===== src/pkg/dgp_pkg.sv =====
package dgp_pkg;

    // register byte offsets, one aligned word each
    localparam logic [7:0] DGP_OFS_E_DIR = 8'h00;
    localparam logic [7:0] DGP_OFS_E_PINS = 8'h04;
    localparam logic [7:0] DGP_OFS_E_LAT = 8'h08;
    localparam logic [7:0] DGP_OFS_MEMCTL = 8'h0C;
    localparam logic [7:0] DGP_OFS_PSPCTL = 8'h10;
    localparam logic [7:0] DGP_OFS_F_DIR = 8'h14;
    localparam logic [7:0] DGP_OFS_F_PINS = 8'h18;
    localparam logic [7:0] DGP_OFS_F_LAT = 8'h1C;
    localparam logic [7:0] DGP_OFS_MUX = 8'h20;
    localparam logic [7:0] DGP_OFS_ANALOG = 8'h24;
    localparam logic [7:0] DGP_OFS_CMP = 8'h28;

    // reset values
    localparam logic [7:0] DGP_RST_DIR = 8'hFF;
    localparam logic [7:0] DGP_RST_E_LAT = 8'h00;
    localparam logic [7:0] DGP_RST_F_LAT = 8'h00;
    localparam logic [7:0] DGP_RST_MEMCTL = 8'h00;
    localparam logic [7:0] DGP_RST_PSPCTL = 8'h00;
    localparam logic [7:0] DGP_RST_MUX = 8'h00;
    localparam logic [7:0] DGP_RST_ANALOG = 8'h00;
    localparam logic [7:0] DGP_RST_CMP = 8'h00;

    // implemented bits of the MEMCTL, PSPCTL, MUX and ANALOG registers
    localparam logic [7:0] DGP_MASK_MEMCTL = 8'hB3;
    localparam logic [7:0] DGP_MASK_PSPCTL = 8'h10;
    localparam logic [7:0] DGP_MASK_MUX = 8'h07;
    localparam logic [7:0] DGP_MASK_ANALOG = 8'h3F;

    // field positions
    localparam int DGP_EXT_BUS_DISABLE_BIT = 7;
    localparam int DGP_SLAVE_PORT_ENABLE_BIT = 4;
    localparam int DGP_CAPTURE2_SEL_BIT = 0;
    localparam int DGP_PWM_SEL_BIT = 1;
    localparam int DGP_MUX_CMP_OE_BIT = 0;
    localparam int DGP_MUX_SSP_EN_BIT = 1;
    localparam int DGP_MUX_REF_OE_BIT = 2;

    // field values
    localparam logic [1:0] DGP_MODE_MCU = 2'h0;
    localparam logic [3:0] DGP_ANALOG_ALL_DIGITAL = 4'hF;
    localparam logic [2:0] DGP_CMP_OFF = 3'h7;
    localparam logic [1:0] DGP_RESP_OKAY = 2'h0;
    localparam logic [1:0] DGP_RESP_SLVERR = 2'h2;

    typedef enum logic [1:0] {
        DGP_IDLE = 2'b00,
        DGP_WRESP = 2'b01,
        DGP_RDATA = 2'b10
    } dgp_state_e;

    typedef struct packed {
        dgp_state_e st;
        logic aw_ok;
        logic w_ok;
        logic [7:0] waddr;
        logic [7:0] wdata;
        logic wen;
        logic awready;
        logic wready;
        logic arready;
        logic bvalid;
        logic [1:0] bresp;
        logic rvalid;
        logic [1:0] rresp;
        logic [7:0] rdata;
        logic [7:0] e_dir;
        logic [7:0] e_lat;
        logic [7:0] memctl;
        logic [7:0] pspctl;
        logic [7:0] f_dir;
        logic [7:0] f_lat;
        logic [7:0] mux;
        logic [7:0] analog;
        logic [7:0] cmp;
        logic [7:0] e_in;
        logic [7:0] f_in;
        logic [7:0] e_out;
        logic [7:0] e_oe;
        logic [7:0] f_out;
        logic [7:0] f_oe;
        logic [7:0] f_analog;
        logic slv_rd;
        logic slv_wr;
        logic ssp_sel_n;
    } dgp_regs_s;

    localparam dgp_regs_s DGP_RST_STATE = '{
        st: DGP_IDLE,
        awready: 1'b1,
        wready: 1'b1,
        arready: 1'b1,
        e_dir: DGP_RST_DIR,
        e_lat: DGP_RST_E_LAT,
        memctl: DGP_RST_MEMCTL,
        pspctl: DGP_RST_PSPCTL,
        f_dir: DGP_RST_DIR,
        f_lat: DGP_RST_F_LAT,
        mux: DGP_RST_MUX,
        analog: DGP_RST_ANALOG,
        cmp: DGP_RST_CMP,
        f_analog: 8'h7F,
        ssp_sel_n: 1'b1,
        default: '0
    };

endpackage : dgp_pkg


===== src/core/dgp_port.sv =====
// The implementer's own choices: the register addresses and register access over AXI4-Lite.
`timescale 1ns/1ps
`default_nettype none

module dgp_port
    import dgp_pkg::*;
(
    input wire logic i_clk_sys,
    input wire logic i_reset_n,
    input wire logic [7:0] i_s_axi_awaddr,
    input wire logic i_s_axi_awvalid,
    output logic o_s_axi_awready,
    input wire logic [31:0] i_s_axi_wdata,
    input wire logic [3:0] i_s_axi_wstrb,
    input wire logic i_s_axi_wvalid,
    output logic o_s_axi_wready,
    output logic [1:0] o_s_axi_bresp,
    output logic o_s_axi_bvalid,
    input wire logic i_s_axi_bready,
    input wire logic [7:0] i_s_axi_araddr,
    input wire logic i_s_axi_arvalid,
    output logic o_s_axi_arready,
    output logic [31:0] o_s_axi_rdata,
    output logic [1:0] o_s_axi_rresp,
    output logic o_s_axi_rvalid,
    input wire logic i_s_axi_rready,
    input wire logic [1:0] i_prog_mode,
    input wire logic [7:0] i_config_word_3_high,
    input wire logic [7:0] i_bus_ad_out,
    input wire logic i_bus_ad_oe,
    input wire logic i_capture2_out,
    input wire logic i_capture2_oe,
    input wire logic i_pwm_c_out,
    input wire logic i_pwm_c_en,
    input wire logic i_pwm_b_out,
    input wire logic i_pwm_b_en,
    input wire logic i_comparator_one_output,
    input wire logic i_comparator_two_output,
    input wire logic [7:0] i_pin_e,
    output logic [7:0] o_pin_e_out,
    output logic [7:0] o_pin_e_oe,
    input wire logic [7:0] i_pin_f,
    output logic [7:0] o_pin_f_out,
    output logic [7:0] o_pin_f_oe,
    output logic [7:0] o_pin_e_sample,
    output logic [7:0] o_pin_f_analog,
    output logic o_slave_read_req,
    output logic o_slave_write_req,
    output logic o_ssp_select_n
);

    dgp_regs_s q;
    dgp_regs_s next_q;

    logic bus_own;
    logic slv_act;
    logic cap2_own;
    logic pwm_here;
    logic f_digital;
    logic cmp_on;
    logic [7:0] f_ana;

    // keeps reserved bits at zero on every store
    function automatic logic [7:0] wr8(
        input logic [7:0] old,
        input logic [7:0] d,
        input logic en,
        input logic [7:0] mask
    );
        wr8 = en ? (d & mask) : old;
    endfunction : wr8

    assign bus_own = (i_prog_mode != DGP_MODE_MCU)
        && !q.memctl[DGP_EXT_BUS_DISABLE_BIT];
    assign slv_act = (i_prog_mode == DGP_MODE_MCU)
        && q.pspctl[DGP_SLAVE_PORT_ENABLE_BIT];
    assign cap2_own = (i_prog_mode == DGP_MODE_MCU)
        && !i_config_word_3_high[DGP_CAPTURE2_SEL_BIT];
    assign pwm_here = i_config_word_3_high[DGP_PWM_SEL_BIT];
    assign f_digital = (q.analog[3:0] == DGP_ANALOG_ALL_DIGITAL);
    assign cmp_on = (q.cmp[2:0] != DGP_CMP_OFF);

    // analog-owned pins of the second port read zero
    always_comb begin
        f_ana = 8'h00;
        if (!f_digital) begin
            f_ana[6:0] = 7'h7F;
        end
        if (cmp_on) begin
            f_ana[6:3] = 4'hF;
        end
        if (q.mux[DGP_MUX_REF_OE_BIT]) begin
            f_ana[5] = 1'b1;
        end
    end

    always_comb begin
        logic [7:0] rv;
        logic rhit;
        logic whit;
        rv = 8'h00;
        rhit = 1'b1;
        whit = 1'b1;
        next_q = q;
        next_q.e_in = i_pin_e;
        next_q.f_in = i_pin_f;

        if (i_s_axi_awvalid && q.awready) begin
            next_q.aw_ok = 1'b1;
            next_q.waddr = i_s_axi_awaddr;
        end
        if (i_s_axi_wvalid && q.wready) begin
            next_q.w_ok = 1'b1;
            next_q.wdata = i_s_axi_wdata[7:0];
            next_q.wen = i_s_axi_wstrb[0];
        end

        case (i_s_axi_araddr[7:2])
            DGP_OFS_E_DIR[7:2]: rv = q.e_dir;
            DGP_OFS_E_PINS[7:2]: rv = q.e_in;
            DGP_OFS_E_LAT[7:2]: rv = q.e_lat;
            DGP_OFS_MEMCTL[7:2]: rv = q.memctl;
            DGP_OFS_PSPCTL[7:2]: rv = q.pspctl;
            DGP_OFS_F_DIR[7:2]: rv = q.f_dir;
            DGP_OFS_F_PINS[7:2]: rv = q.f_in & ~f_ana;
            DGP_OFS_F_LAT[7:2]: rv = q.f_lat;
            DGP_OFS_MUX[7:2]: rv = q.mux;
            DGP_OFS_ANALOG[7:2]: rv = q.analog;
            DGP_OFS_CMP[7:2]: rv = q.cmp;
            default: rhit = 1'b0;
        endcase

        // a read taken together with a write address goes first
        case (q.st)
            DGP_IDLE: begin
                if (i_s_axi_arvalid && q.arready) begin
                    next_q.rdata = rv;
                    next_q.rresp = rhit ? DGP_RESP_OKAY
                        : DGP_RESP_SLVERR;
                    next_q.rvalid = 1'b1;
                    next_q.st = DGP_RDATA;
                end else if (q.aw_ok && q.w_ok) begin
                    case (q.waddr[7:2])
                        DGP_OFS_E_DIR[7:2]: begin
                            next_q.e_dir = wr8(q.e_dir, q.wdata,
                                q.wen, 8'hFF);
                        end
                        DGP_OFS_E_PINS[7:2], DGP_OFS_E_LAT[7:2]: begin
                            next_q.e_lat = wr8(q.e_lat, q.wdata,
                                q.wen, 8'hFF);
                        end
                        DGP_OFS_MEMCTL[7:2]: begin
                            next_q.memctl = wr8(q.memctl, q.wdata,
                                q.wen, DGP_MASK_MEMCTL);
                        end
                        DGP_OFS_PSPCTL[7:2]: begin
                            next_q.pspctl = wr8(q.pspctl, q.wdata,
                                q.wen, DGP_MASK_PSPCTL);
                        end
                        DGP_OFS_F_DIR[7:2]: begin
                            next_q.f_dir = wr8(q.f_dir, q.wdata,
                                q.wen, 8'hFF);
                        end
                        DGP_OFS_F_PINS[7:2], DGP_OFS_F_LAT[7:2]: begin
                            next_q.f_lat = wr8(q.f_lat, q.wdata,
                                q.wen, 8'hFF);
                        end
                        DGP_OFS_MUX[7:2]: begin
                            next_q.mux = wr8(q.mux, q.wdata,
                                q.wen, DGP_MASK_MUX);
                        end
                        DGP_OFS_ANALOG[7:2]: begin
                            next_q.analog = wr8(q.analog, q.wdata,
                                q.wen, DGP_MASK_ANALOG);
                        end
                        DGP_OFS_CMP[7:2]: begin
                            next_q.cmp = wr8(q.cmp, q.wdata,
                                q.wen, 8'hFF);
                        end
                        default: whit = 1'b0;
                    endcase
                    next_q.aw_ok = 1'b0;
                    next_q.w_ok = 1'b0;
                    next_q.bresp = whit ? DGP_RESP_OKAY
                        : DGP_RESP_SLVERR;
                    next_q.bvalid = 1'b1;
                    next_q.st = DGP_WRESP;
                end
            end
            DGP_WRESP: begin
                if (i_s_axi_bready) begin
                    next_q.bvalid = 1'b0;
                    next_q.st = DGP_IDLE;
                end
            end
            DGP_RDATA: begin
                if (i_s_axi_rready) begin
                    next_q.rvalid = 1'b0;
                    next_q.st = DGP_IDLE;
                end
            end
            default: begin
                next_q.st = DGP_IDLE;
            end
        endcase

        // external bus control is held cleared in microcontroller mode
        if (i_prog_mode == DGP_MODE_MCU) begin
            next_q.memctl = DGP_RST_MEMCTL;
        end

        next_q.awready = (next_q.st == DGP_IDLE) && !next_q.aw_ok;
        next_q.wready = (next_q.st == DGP_IDLE) && !next_q.w_ok;
        next_q.arready = (next_q.st == DGP_IDLE) && !next_q.aw_ok
            && !next_q.w_ok;

        // overrides act on the pin only, the direction register stays
        for (int k = 0; k < 8; k++) begin
            next_q.e_out[k] = q.e_lat[k];
            next_q.e_oe[k] = !q.e_dir[k];
            if (slv_act && k < 3) begin
                next_q.e_oe[k] = 1'b0;
            end
            if (k == 7 && cap2_own) begin
                next_q.e_out[k] = i_capture2_out;
                next_q.e_oe[k] = i_capture2_oe;
            end
            if (k == 5 && pwm_here && i_pwm_c_en) begin
                next_q.e_out[k] = i_pwm_c_out;
                next_q.e_oe[k] = 1'b1;
            end
            if (k == 6 && pwm_here && i_pwm_b_en) begin
                next_q.e_out[k] = i_pwm_b_out;
                next_q.e_oe[k] = 1'b1;
            end
            if (bus_own) begin
                next_q.e_out[k] = i_bus_ad_out[k];
                next_q.e_oe[k] = i_bus_ad_oe;
            end

            next_q.f_out[k] = q.f_lat[k];
            next_q.f_oe[k] = !q.f_dir[k] && !f_ana[k];
            if (k == 1 && cmp_on && q.mux[DGP_MUX_CMP_OE_BIT]) begin
                next_q.f_out[k] = i_comparator_two_output;
                next_q.f_oe[k] = 1'b1;
            end
            if (k == 2 && cmp_on && q.mux[DGP_MUX_CMP_OE_BIT]) begin
                next_q.f_out[k] = i_comparator_one_output;
                next_q.f_oe[k] = 1'b1;
            end
            if (k == 7 && q.mux[DGP_MUX_SSP_EN_BIT]) begin
                next_q.f_oe[k] = 1'b0;
            end
        end
        next_q.f_analog = f_ana;

        // chip select high blocks both strobes
        next_q.slv_rd = slv_act && !q.e_in[2] && !q.e_in[0];
        next_q.slv_wr = slv_act && !q.e_in[2] && !q.e_in[1];
        next_q.ssp_sel_n = q.mux[DGP_MUX_SSP_EN_BIT] ? q.f_in[7]
            : 1'b1;
    end

    always_ff @(posedge i_clk_sys) begin
        if (!i_reset_n) begin
            q <= DGP_RST_STATE;
        end else begin
            q <= next_q;
        end
    end

    assign o_s_axi_awready = q.awready;
    assign o_s_axi_wready = q.wready;
    assign o_s_axi_bresp = q.bresp;
    assign o_s_axi_bvalid = q.bvalid;
    assign o_s_axi_arready = q.arready;
    assign o_s_axi_rdata = {24'h000000, q.rdata};
    assign o_s_axi_rresp = q.rresp;
    assign o_s_axi_rvalid = q.rvalid;
    assign o_pin_e_out = q.e_out;
    assign o_pin_e_oe = q.e_oe;
    assign o_pin_f_out = q.f_out;
    assign o_pin_f_oe = q.f_oe;
    assign o_pin_e_sample = q.e_in;
    assign o_pin_f_analog = q.f_analog;
    assign o_slave_read_req = q.slv_rd;
    assign o_slave_write_req = q.slv_wr;
    assign o_ssp_select_n = q.ssp_sel_n;

    AST_DIR_INPUT: assert property (@(posedge i_clk_sys)
        disable iff (!i_reset_n)
        (!bus_own && q.e_dir[3]) |=> !o_pin_e_oe[3])
        else $error("input direction still drives pin");
    AST_DIR_OUTPUT: assert property (@(posedge i_clk_sys)
        disable iff (!i_reset_n)
        (!bus_own && !q.e_dir[4] && !(pwm_here && i_pwm_c_en))
        |=> (o_pin_e_oe[4] && o_pin_e_out[4] == $past(q.e_lat[4])))
        else $error("output pin does not follow latch");
    AST_LATCH_READ: assert property (@(posedge i_clk_sys)
        disable iff (!i_reset_n)
        (i_s_axi_arvalid && o_s_axi_arready
            && i_s_axi_araddr == DGP_OFS_E_LAT)
        |=> (o_s_axi_rvalid && o_s_axi_rdata[7:0] == $past(q.e_lat)))
        else $error("latch read does not return latch");
    AST_BUS_OWNS: assert property (@(posedge i_clk_sys)
        disable iff (!i_reset_n)
        bus_own |=> (o_pin_e_oe == {8{$past(i_bus_ad_oe)}}
            && o_pin_e_out == $past(i_bus_ad_out)))
        else $error("bus mode does not own the port");
    AST_SLAVE_INPUTS: assert property (@(posedge i_clk_sys)
        disable iff (!i_reset_n)
        (slv_act && !bus_own) |=> (o_pin_e_oe[2:0] == 3'h0))
        else $error("slave port control pins driven");
    AST_CAPTURE2: assert property (@(posedge i_clk_sys)
        disable iff (!i_reset_n)
        (cap2_own && !bus_own)
        |=> (o_pin_e_out[7] == $past(i_capture2_out)
            && o_pin_e_oe[7] == $past(i_capture2_oe)))
        else $error("capture two not routed to bit 7");
    AST_CS_BLOCKS: assert property (@(posedge i_clk_sys)
        disable iff (!i_reset_n)
        q.e_in[2] |=> (!o_slave_read_req && !o_slave_write_req))
        else $error("strobe passed while deselected");
    AST_READ_STROBE: assert property (@(posedge i_clk_sys)
        disable iff (!i_reset_n)
        (slv_act && !q.e_in[2] && !q.e_in[0]) |=> o_slave_read_req)
        else $error("selected read strobe missed");
    AST_ANALOG_ZERO: assert property (@(posedge i_clk_sys)
        disable iff (!i_reset_n)
        (i_s_axi_arvalid && o_s_axi_arready && !f_digital
            && i_s_axi_araddr == DGP_OFS_F_PINS)
        |=> (o_s_axi_rdata[6:0] == 7'h00))
        else $error("analog pins do not read zero");
    AST_DIR_KEPT: assert property (@(posedge i_clk_sys)
        disable iff (!i_reset_n)
        (q.st != DGP_IDLE || !q.aw_ok || !q.w_ok)
        |=> (q.e_dir == $past(q.e_dir)))
        else $error("direction changed without a write");
    AST_CMP_OUT: assert property (@(posedge i_clk_sys)
        disable iff (!i_reset_n)
        (cmp_on && q.mux[DGP_MUX_CMP_OE_BIT])
        |=> (o_pin_f_oe[2:1] == 2'h3 && o_pin_f_out[1]
            == $past(i_comparator_two_output)))
        else $error("comparator output not on pin");

endmodule : dgp_port

`default_nettype wire


===== config.mk =====
export PLATFORM = sky130hd
export DESIGN_NAME = dgp_port
export DESIGN_NICKNAME = d
export VERILOG_FILES = /design/src/pkg/dgp_pkg.sv /design/src/core/dgp_port.sv
export SDC_FILE = /design/constraint.sdc
export NUM_CORES = 1
export LEC_CHECK = 0
export BUFFER_PORTS_ARGS = -buffer_cell sky130_fd_sc_hd__buf_2
export CAP_MARGIN = 20
export CORE_AREA = 2 2 140 142
export CTS_CLUSTER_SIZE = 30
export DETAILED_ROUTE_END_ITERATION = 6
export DIE_AREA = 0 0 142 144
export MAX_ROUTING_LAYER = met4
export SETUP_SLACK_MARGIN = 0.3
export SYNTH_ARGS = -nofsm -noshare
export SYNTH_HDL_FRONTEND = slang
export SYNTH_SLANG_ARGS = --single-unit

===== constraint.sdc =====
create_clock -name i_clk_sys -period 2.1 [get_ports i_clk_sys]
set_clock_uncertainty 0.2 [all_clocks]
set_input_delay 0.315 -clock i_clk_sys [delete_from_list [all_inputs] [get_ports i_clk_sys]]
set_output_delay 0.315 -clock i_clk_sys [all_outputs]
set_load 0.005 [all_outputs]

== Yosys cells after proc, flatten, opt, wreduce, memory -nomap -nowiden ==
Index checks and enable logic that the tools add are counted.
W data, S select, Z words.
Cells by class
  equal/unequal tests: 29
  bitwise gates (word level): 4
  multiplexer cells: 56
  reductions and logical operators: 81
Operators by type and width (count)
  $pmux W8 S11: 1
  $eq A6 B3 Y1 const B: 8
  $reduce_and A5 Y1: 9
  $mux W1: 39
  $eq A6 B4 Y1 const B: 6
  $logic_not A1 Y1: 30
  $eq A6 B2 Y1 const B: 4
  $logic_and A1 B1 Y1: 23
  $reduce_or A11 Y1: 2
  $mux W2: 7
  $eq A6 B1 Y1 const B: 2
  $logic_not A6 Y1: 2
  $mux W11: 1
  $ne A2 B2 Y1 const B: 5
  $and A8 B8 Y8: 1
  $mux W4: 2
  $not A7 Y8: 1
  $reduce_or A2 Y1: 4
  $mux W7: 1
  $logic_not A2 Y1: 3
  $mux W3: 2
  $pmux W2 S3: 1
  $reduce_and A3 Y1: 2
  $reduce_bool A2 Y1: 3
  other kinds (8): 11
Storage, ports and cells
  output and inout bits: 92
  input bits: 102
  logic and storage cells: 205
  bits in registers: 152

== Logic depth before layout (Yosys ltp) ==
Gate-level depths: netlist of the first run.
  depth in word-level cells: 10
  depth in mapped cells: 7
  mapped depth without buffers: 4

== Worst setup path before layout of the first run ==
OpenSTA, ideal clock, no wires.
  path type: register to register
  start: register q[162] (netlist bit)
  end: register q (netlist bit next_q[19])
  buffers on the path: 1
  required time: 1.775 ns
  path slack: 0.346 ns
  stages on the path, launching flop included: 6
  library setup time: 0.125 ns
  clock period less this slack: 1.754 ns
  arrival time: 1.429 ns
  cell sequence: dfxtp_1 > nor3_1 > and2_1 > clkbuf_1 > nand3_2 > mux2i_1
On the way
  longest elaborated chain between the ends: 3
  elaborated cells on any way between the ends: 4
  classes of those cells: eq/ne: 2; reduce/logical: 2
RTL lines
  start, declared: RTL line dgp_port.sv:52  | dgp_regs_s q;
  start signal, assigned: RTL line dgp_port.sv:268  | q <= next_q;
  $eq A6 B3 Y1: RTL line dgp_port.sv:143  | case (q.waddr[7:2])
  $reduce_or A2 Y1 *
  $reduce_and A5 Y1 (no source line) *
Mark *: on every way between the ends. The rest lies on a longest branch, timed or not.
A chain may end at the register's enable or synchronous reset.

== Worst setup path after layout of the first run ==
  start: register q[168] (netlist bit)
  end: register q (netlist bit o_s_axi_rdata[6])
On the way
  longest elaborated chain between the ends: 2
RTL lines
  $logic_not A2 Y1: RTL line dgp_port.sv:134  | case (q.st)
  $reduce_and A2 Y1 (no source line)
No other way between the ends.

==> impl_results.md, run 1 <==
* Result of the run: finished, final reports clean
* # DRC at 0
* Starting Density at ~34%
* Largest net degree at the start of global routing at between 60 and 70
* Synth Flop Type: sky130_fd_sc_hd__dfxtp_1
* Final Slew Violations at 0
* Startpoint type of the worst setup path: register
* Count of distinct cell types in the synthesized netlist at 63
* Iteration-0 DRC count of the detailed router at approximately 330
* Routed via count at between 5,000 and 6,000
* Die height at 144 um
* Minimum clock period at about 1700 ps
* Htree depth at 4
* Worst-Skew Late Latency at between 400 and 500 ps
* Setup violations, final at 0
* Wire length of the first global-routing pass at between 20,000 and 30,000 um
* Total routing usage reported by global routing at 18.3%
* Maximum number of buffers from clock root to sink at 2
* Total routed wirelength at 18,000 um
* Std cell rows at between 50 and 60
* Critical setup path kind: reg2reg
* Pre-Repair DR Iteration Count at 5
* Total clock sinks at about 140
* Minimum setup slack in the final design at about 370 ps
* Overall die width at between 100 and 150 um
* Total CTS buffers at 17
* Worst setup slack after placement at between 70 and 80 ps
* CTS clock-pin slew for the worst setup and hold paths at approximately 60 ps
* Detail-routed net length per standard cell at ~16 um
* Design area at roughly 8100 um2
* Total power divided by cell area at 810 nW/um2
* Highest-count cells in the layout ignoring fill and taps: 141 x sky130_fd_sc_hd__dfxtp_1, 129 x sky130_fd_sc_hd__buf_2, 90 x sky130_fd_sc_hd__nand2_1
* Synth Instances at 750
* Core region area at around 19,000 um2
* Io pins at between 150 and 200
* Fin. Hold Viols at 0
* Ys Warns at 0
* F_max at 0.577 GHz
* Number of nets in the layout at 977
* Cell Area, Placed at ~7000 um2
* Classification of the worst-slack hold path: in2reg
* Overflow after GRT at 0
* Root Driver: sky130_fd_sc_hd__clkbuf_16
* Setup repair after global routing missed its margin: no
* Transition time of the tightest slew-check pin at between 500 and 600 ps
* Seq/Total Area, Yosys at between 40% and 50%
* Most common library cell in the layout ignoring fill and taps: sky130_fd_sc_hd__dfxtp_1
* Antenna violations before repair at 0
* Critical path endpoint category: register
* Weighted congestion reported at the end of routability-driven placement at 0.881
* Via count of the first global-routing pass at just over 5,000
* Final cell count without fillers at ~1,100
* Count of state elements after synthesis at roughly 140
* Tcrit/Tclk final at roughly 82%
* Share of layout cells above drive strength 1 at approximately a quarter
* Count of input and output buffers at 129
* Setup TNS Final at 0 ps
* Die outline area at ~20,000 um2
* Area overhead of the layout relative to synthesis at 24.0%
* Peak supply drop at 0.560 mV
* Worst path arrival time at approximately 1800 ps
* Max-cap violation count at 0
* Final-layout fill cell count at between 1,500 and 2,000
* Leakage dissipation at about 3.4 nW
* Synth Cell Area at approximately 6500 um2
* Number of enable-type register cells in the synthesized netlist at 0
* Required time at the worst-slack endpoint at approximately 2200 ps
* Critical path fanouts, max at 4
* Synthesized area per cell at 8.69 um2
* Post-DRT Antenna Nets at 0
* Synth async-reset ratio at 0%
* Relative slew margins at between 60% and 70%
* CTS tree: yes
* Vias/cell at between 4 and 5
* Antenna cells at 0
* HPWL reported at the end of detailed placement at between 10,000 and 15,000 um
* Cell Count Post-Placement at 1,046
## critical path, cell delays in order, from the launching register on
cell and delay [ps]:
sky130_fd_sc_hd__dfxtp_1 340, sky130_fd_sc_hd__nand4bb_4 310, sky130_fd_sc_hd__buf_4 190, sky130_fd_sc_hd__and2_1 170, sky130_fd_sc_hd__nor4_1 300, sky130_fd_sc_hd__a21oi_1 100
## cells by family after synthesis
logic type             after synthesis  share of synthesized area (%)
AND/OR/NAND/NOR                    282                           22.7
AO/OA/AOI/OAI                      148                           13.7
flip-flops                         143                           43.9
buffers and inverters              141                           13.5
multiplexers                        34                           5.99
XOR/XNOR                             1                          0.134
other                                1                         0.0575
## final timing paths
kind / startpoint / slack [ps] / to / cells after the start
setup reg to reg: q[168] / 370 / o_s_axi_rdata[6] / 5
hold reg to reg: o_pin_e_sample[1] / 270 / o_slave_write_req / 1
setup / recovery: q[168] / 370 / o_s_axi_rdata[6] / 5
hold / removal: i_s_axi_awvalid / 20 / q[159] / 3
## through the flow
stage	hold WS (ps)	total power, W	util (%)
floorplan	205	0.00327	-
global placement	246	0.00343	36.6
detailed placement	244	0.00343	36.6
CTS	0.383	0.00660	42.2
global route	29.4	0.00681	42.4
finish	15.5	0.00655	42.4
## flip-flops by register name, summed over array words and instances (netlist names)
name,count
o_s_axi_bvalid,1
o_slave_write_req,1
o_s_axi_awready,1
o_pin_e_oe,8
o_ssp_select_n,1
o_pin_f_oe,8
o_s_axi_arready,1
o_s_axi_bresp,1
o_pin_e_out,8
o_slave_read_req,1
o_s_axi_rvalid,1
o_pin_f_analog,3
q,76
next_q,6
o_s_axi_wready,1
o_pin_f_out,8
o_pin_e_sample,8
o_s_axi_rresp,1
o_s_axi_rdata,8
## synthesized netlist by cell type (9+ instances only)
cell type / instances / share of area (%)
sky130_fd_sc_hd__clkbuf_1: 28 / 1.6
sky130_fd_sc_hd__nor3_1: 11 / 0.84
sky130_fd_sc_hd__nor2_1: 27 / 1.6
sky130_fd_sc_hd__buf_2: 13 / 1.0
sky130_fd_sc_hd__a21oi_1: 53 / 4.1
sky130_fd_sc_hd__nand3_1: 65 / 5.0
sky130_fd_sc_hd__nand2_1: 92 / 5.3
sky130_fd_sc_hd__buf_4: 85 / 9.8
sky130_fd_sc_hd__inv_1: 10 / 0.58
sky130_fd_sc_hd__o21ai_0: 47 / 3.6
sky130_fd_sc_hd__and2_1: 31 / 3.0
sky130_fd_sc_hd__mux2i_1: 30 / 4.6
sky130_fd_sc_hd__nand3b_1: 9 / 1.0
sky130_fd_sc_hd__dfxtp_1: 143 / 44
## area by class of cell
class                           instances  area, um2  area share (%)
Multi-Input combinational cell        492       2890            35.8
Sequential cell                       143       2870            35.4
Timing Repair Buffer                  210       1380            17.0
Clock buffer                           18        439            5.43
Tap cell                              238        298            3.68
Clock inverter                         14        169            2.09
Inverter                               11       41.3           0.511
## metal layers
metal | vias to the layer above | global-route usage [%] | routed length [um]
met4 | 0 | 6.89 | 362
met5 | - | - | 0
met1 | 2593 | 25.2 | 8830
met3 | 25 | 3.64 | 1050
met2 | 190 | 26.5 | 7770
li1 | 2749 | - | -
## report_power, final
group	switching (W)	total, W	leakage (nW)	internal, W
combinational	0.000314	0.000585	1.95	0.000271
sequential	0.0000792	0.00287	1.17	0.00279
clock	0.00127	0.00309	0.297	0.00182
total	0.00166	0.00655	3.41	0.00488
## repair_timing
item | CTS | global route
setup endpoints to repair | 9 | 47
buffers inserted | 2 | 2
endpoints found under the hold margin | 42 | 0
resized for setup | 1 | 9
pin swaps | 1 | 3
hold buffers | 44 | 0
Note: power is estimated with default switching activity, not from simulation.
==> inputs of run 2 (changes only) <==
==> constraint.sdc (replaced) <==
create_clock -name i_clk_sys -period 1.4 [get_ports i_clk_sys]
set_clock_uncertainty 0.2 [all_clocks]
set_input_delay 0.21 -clock i_clk_sys [delete_from_list [all_inputs] [get_ports i_clk_sys]]
set_output_delay 0.21 -clock i_clk_sys [all_outputs]
set_load 0.005 [all_outputs]
==> impl_results.md, run 2 (same netlist as run 1, synthesis figures left out) <==
* Overall die width at approximately 140 um
* Total routing usage reported by global routing at roughly a fifth
* Count of input and output buffers at approximately 130
* Detail-routed net length per standard cell at roughly 17 um
* Antenna cells at 0
* Peak supply drop at roughly 0.85 mV
* Setup repair after global routing missed its margin: yes
* Total routed wirelength at 21,100 um
* Transition time of the tightest slew-check pin at roughly 640 ps
* Starting Density at 34.2%
* Total power divided by cell area at roughly 1000 nW/um2
* Fraction of power spent switching nets at 26.6%
* Most common library cell in the layout ignoring fill and taps: sky130_fd_sc_hd__buf_2
* Violated checks: negative hold slack, negative setup slack
* Startpoint type of the worst setup path: register
* CTS tree: yes
* Overflow after GRT at 0
* Final Slew Violations at 0
* Result of the run: finished with violations
* Minimum setup slack in the final design at -277 ps
* F_max at a little under 0.6 GHz
* Wire length of the first global-routing pass at slightly above 30,000 um
* Critical path endpoint category: register
* Classification of the worst-slack hold path: in2reg
* Largest net degree at the start of global routing at a little under 60
* Max reg flops at between 70 and 80
* Total CTS buffers at 17
* Iteration-0 DRC count of the detailed router at around 360
* Slowest stage cell on the critical path: sky130_fd_sc_hd__dfxtp_2
* Die outline area at about 20,000 um2
* Cell repeated most along the worst path: sky130_fd_sc_hd__buf_6
* Largest register by flop count: q
* Highest-count cells in the layout ignoring fill and taps: 105 x sky130_fd_sc_hd__buf_2, 87 x sky130_fd_sc_hd__dfxtp_1, 82 x sky130_fd_sc_hd__buf_4
* HPWL reported at the end of detailed placement at 14,400 um
* Largest stage delay on the critical path at approximately 340 ps
* Net switching power figure at 0.00278 W
* Io pins at ~190
* Clock share of power at 44.6%
* Worst-Skew Late Latency at 430 ps
* Vias/cell at 4.99
* Pre-Repair DR Iteration Count at 5
* Max-cap violation count at 0
* Post-DRT Antenna Nets at 0
* Setup violations, final at 74
* Cell Count Post-Placement at between 1,000 and 1,500
* Root Driver: sky130_fd_sc_hd__clkbuf_16
* Required time at the worst-slack endpoint at between 1500 and 2000 ps
* Fin. Hold Viols at 13
* Maximum number of buffers from clock root to sink at 2
* Worst Path Buf+Inv at 3
* CTS clock-pin slew for the worst setup and hold paths at approximately 70 ps
* Relative slew margins at a little under three fifths
* Combinational cell fraction of total power at between 10 and 15%
* Via count of the first global-routing pass at 5,669
* Critical path fanouts, max at 8
* Routed via count at about 6,000
* Share of layout cells above drive strength 1 at 53.3%
* Minimum clock period at 1680 ps
* Weighted congestion reported at the end of routability-driven placement at 0.879
* Category of cells accounting for the largest share of critical-path delay: buffers and inverters
* Worst path arrival time at 1790 ps
* Sequential share of power at around 41%
* Worst hold-check slack at -49.0 ps
* Tcrit/Tclk final at 120%
* Final cell count without fillers at 1,225
* Setup TNS Final at -10,910 ps
* Core region area at about 19,000 um2
* Std cell rows at 51
* # DRC at 0
* Number of nets in the layout at between 1,000 and 1,500
* Critical setup path kind: reg2reg
* Internal Power at between 0.007 and 0.008 W
* Total clock sinks at 143
* Worst setup slack after placement at -428 ps
* Overall power consumption at 0.0105 W
* Antenna violations before repair at 0
* Chain of cells forming the critical path: nand4bb_4, a2111oi_4, buf_6, buf_12, buf_6, nor3_2
* Leakage dissipation at 4.30 nW
* Htree depth at 4
* Die height at between 100 and 150 um
* Area overhead of the layout relative to synthesis at 57.8%
-- run 2: cell types whose count changed in the layout (fill, tap and decap cells not counted), sizes merged --
cell	previous run	this run
clkinv	3	5
clkbuf	18	20
buf	166	256
inv	19	16
dlygate4sd3	44	52
-- run 2: power by group through the flow --
stage | Clock [W] | Sequential (W) | Combinational, W
global placement | 0 | 0.00437 | 0.000976
floorplan | 0 | 0.00433 | 0.000679
global route | 0.00488 | 0.00432 | 0.00161
detailed placement | 0 | 0.00437 | 0.000978
CTS | 0.00471 | 0.00430 | 0.00125
finish | 0.00467 | 0.00431 | 0.00150
-- run 2: final cells by class --
| type | count | area (um2) |
|---|---|---|
| Clock inverter | 13 | 151 |
| Fill cell | 1661 | 8790 |
| Sequential cell | 143 | 2950 |
| Clock buffer | 19 | 453 |
| Multi-Input combinational cell | 492 | 3850 |
| Timing Repair Buffer | 309 | 2540 |
| Tap cell | 238 | 298 |
| Inverter | 11 | 41.3 |
-- run 2: path summary, 6_finish.rpt --
check | startpoint | to | slack (ps) | depth (start not counted)
worst max-delay path | q[168] | o_s_axi_rresp[1] | -280 | 6
worst max register to register | q[168] | o_s_axi_rresp[1] | -280 | 6
worst min register to register | q[46] | o_s_axi_rdata[3] | 260 | 2
worst min-delay path | i_s_axi_awvalid | q[161] | -50 | 3
-- run 2: metrics by stage --
stage	area, um2	utilization, %
after detailed placement	7800	40.9
after global routing	10300	53.9
after floorplan	7000	-
after CTS	9510	49.9
final	10300	53.9
after global placement	7800	40.9
-- run 2: worst min-delay path, cell delays in order --
cell and delay [ps]:
sky130_fd_sc_hd__buf_2 170, sky130_fd_sc_hd__nand3_2 110, sky130_fd_sc_hd__a21oi_2 50
-- run 2: per-layer routing --
| layer | GRT usage [%] | wire length [um] | up-vias |
|---|---|---|---|
| met5 | - | 0 | - |
| li1 | - | - | 2954 |
| met2 | 30.7 | 9680 | 218 |
| met3 | 3.77 | 1020 | 43 |
| met1 | 27.4 | 9930 | 2898 |
| met4 | 7.37 | 497 | 0 |
-- run 2: what timing repair did --
item                                    CTS  global route
cloned                                    1             2
hold buffers                             52             1
endpoints found under the setup margin  178           182
gates resized for setup                 149           164
hold endpoints to repair                 53            12
setup buffers                            14             5
pin swaps                                34            74
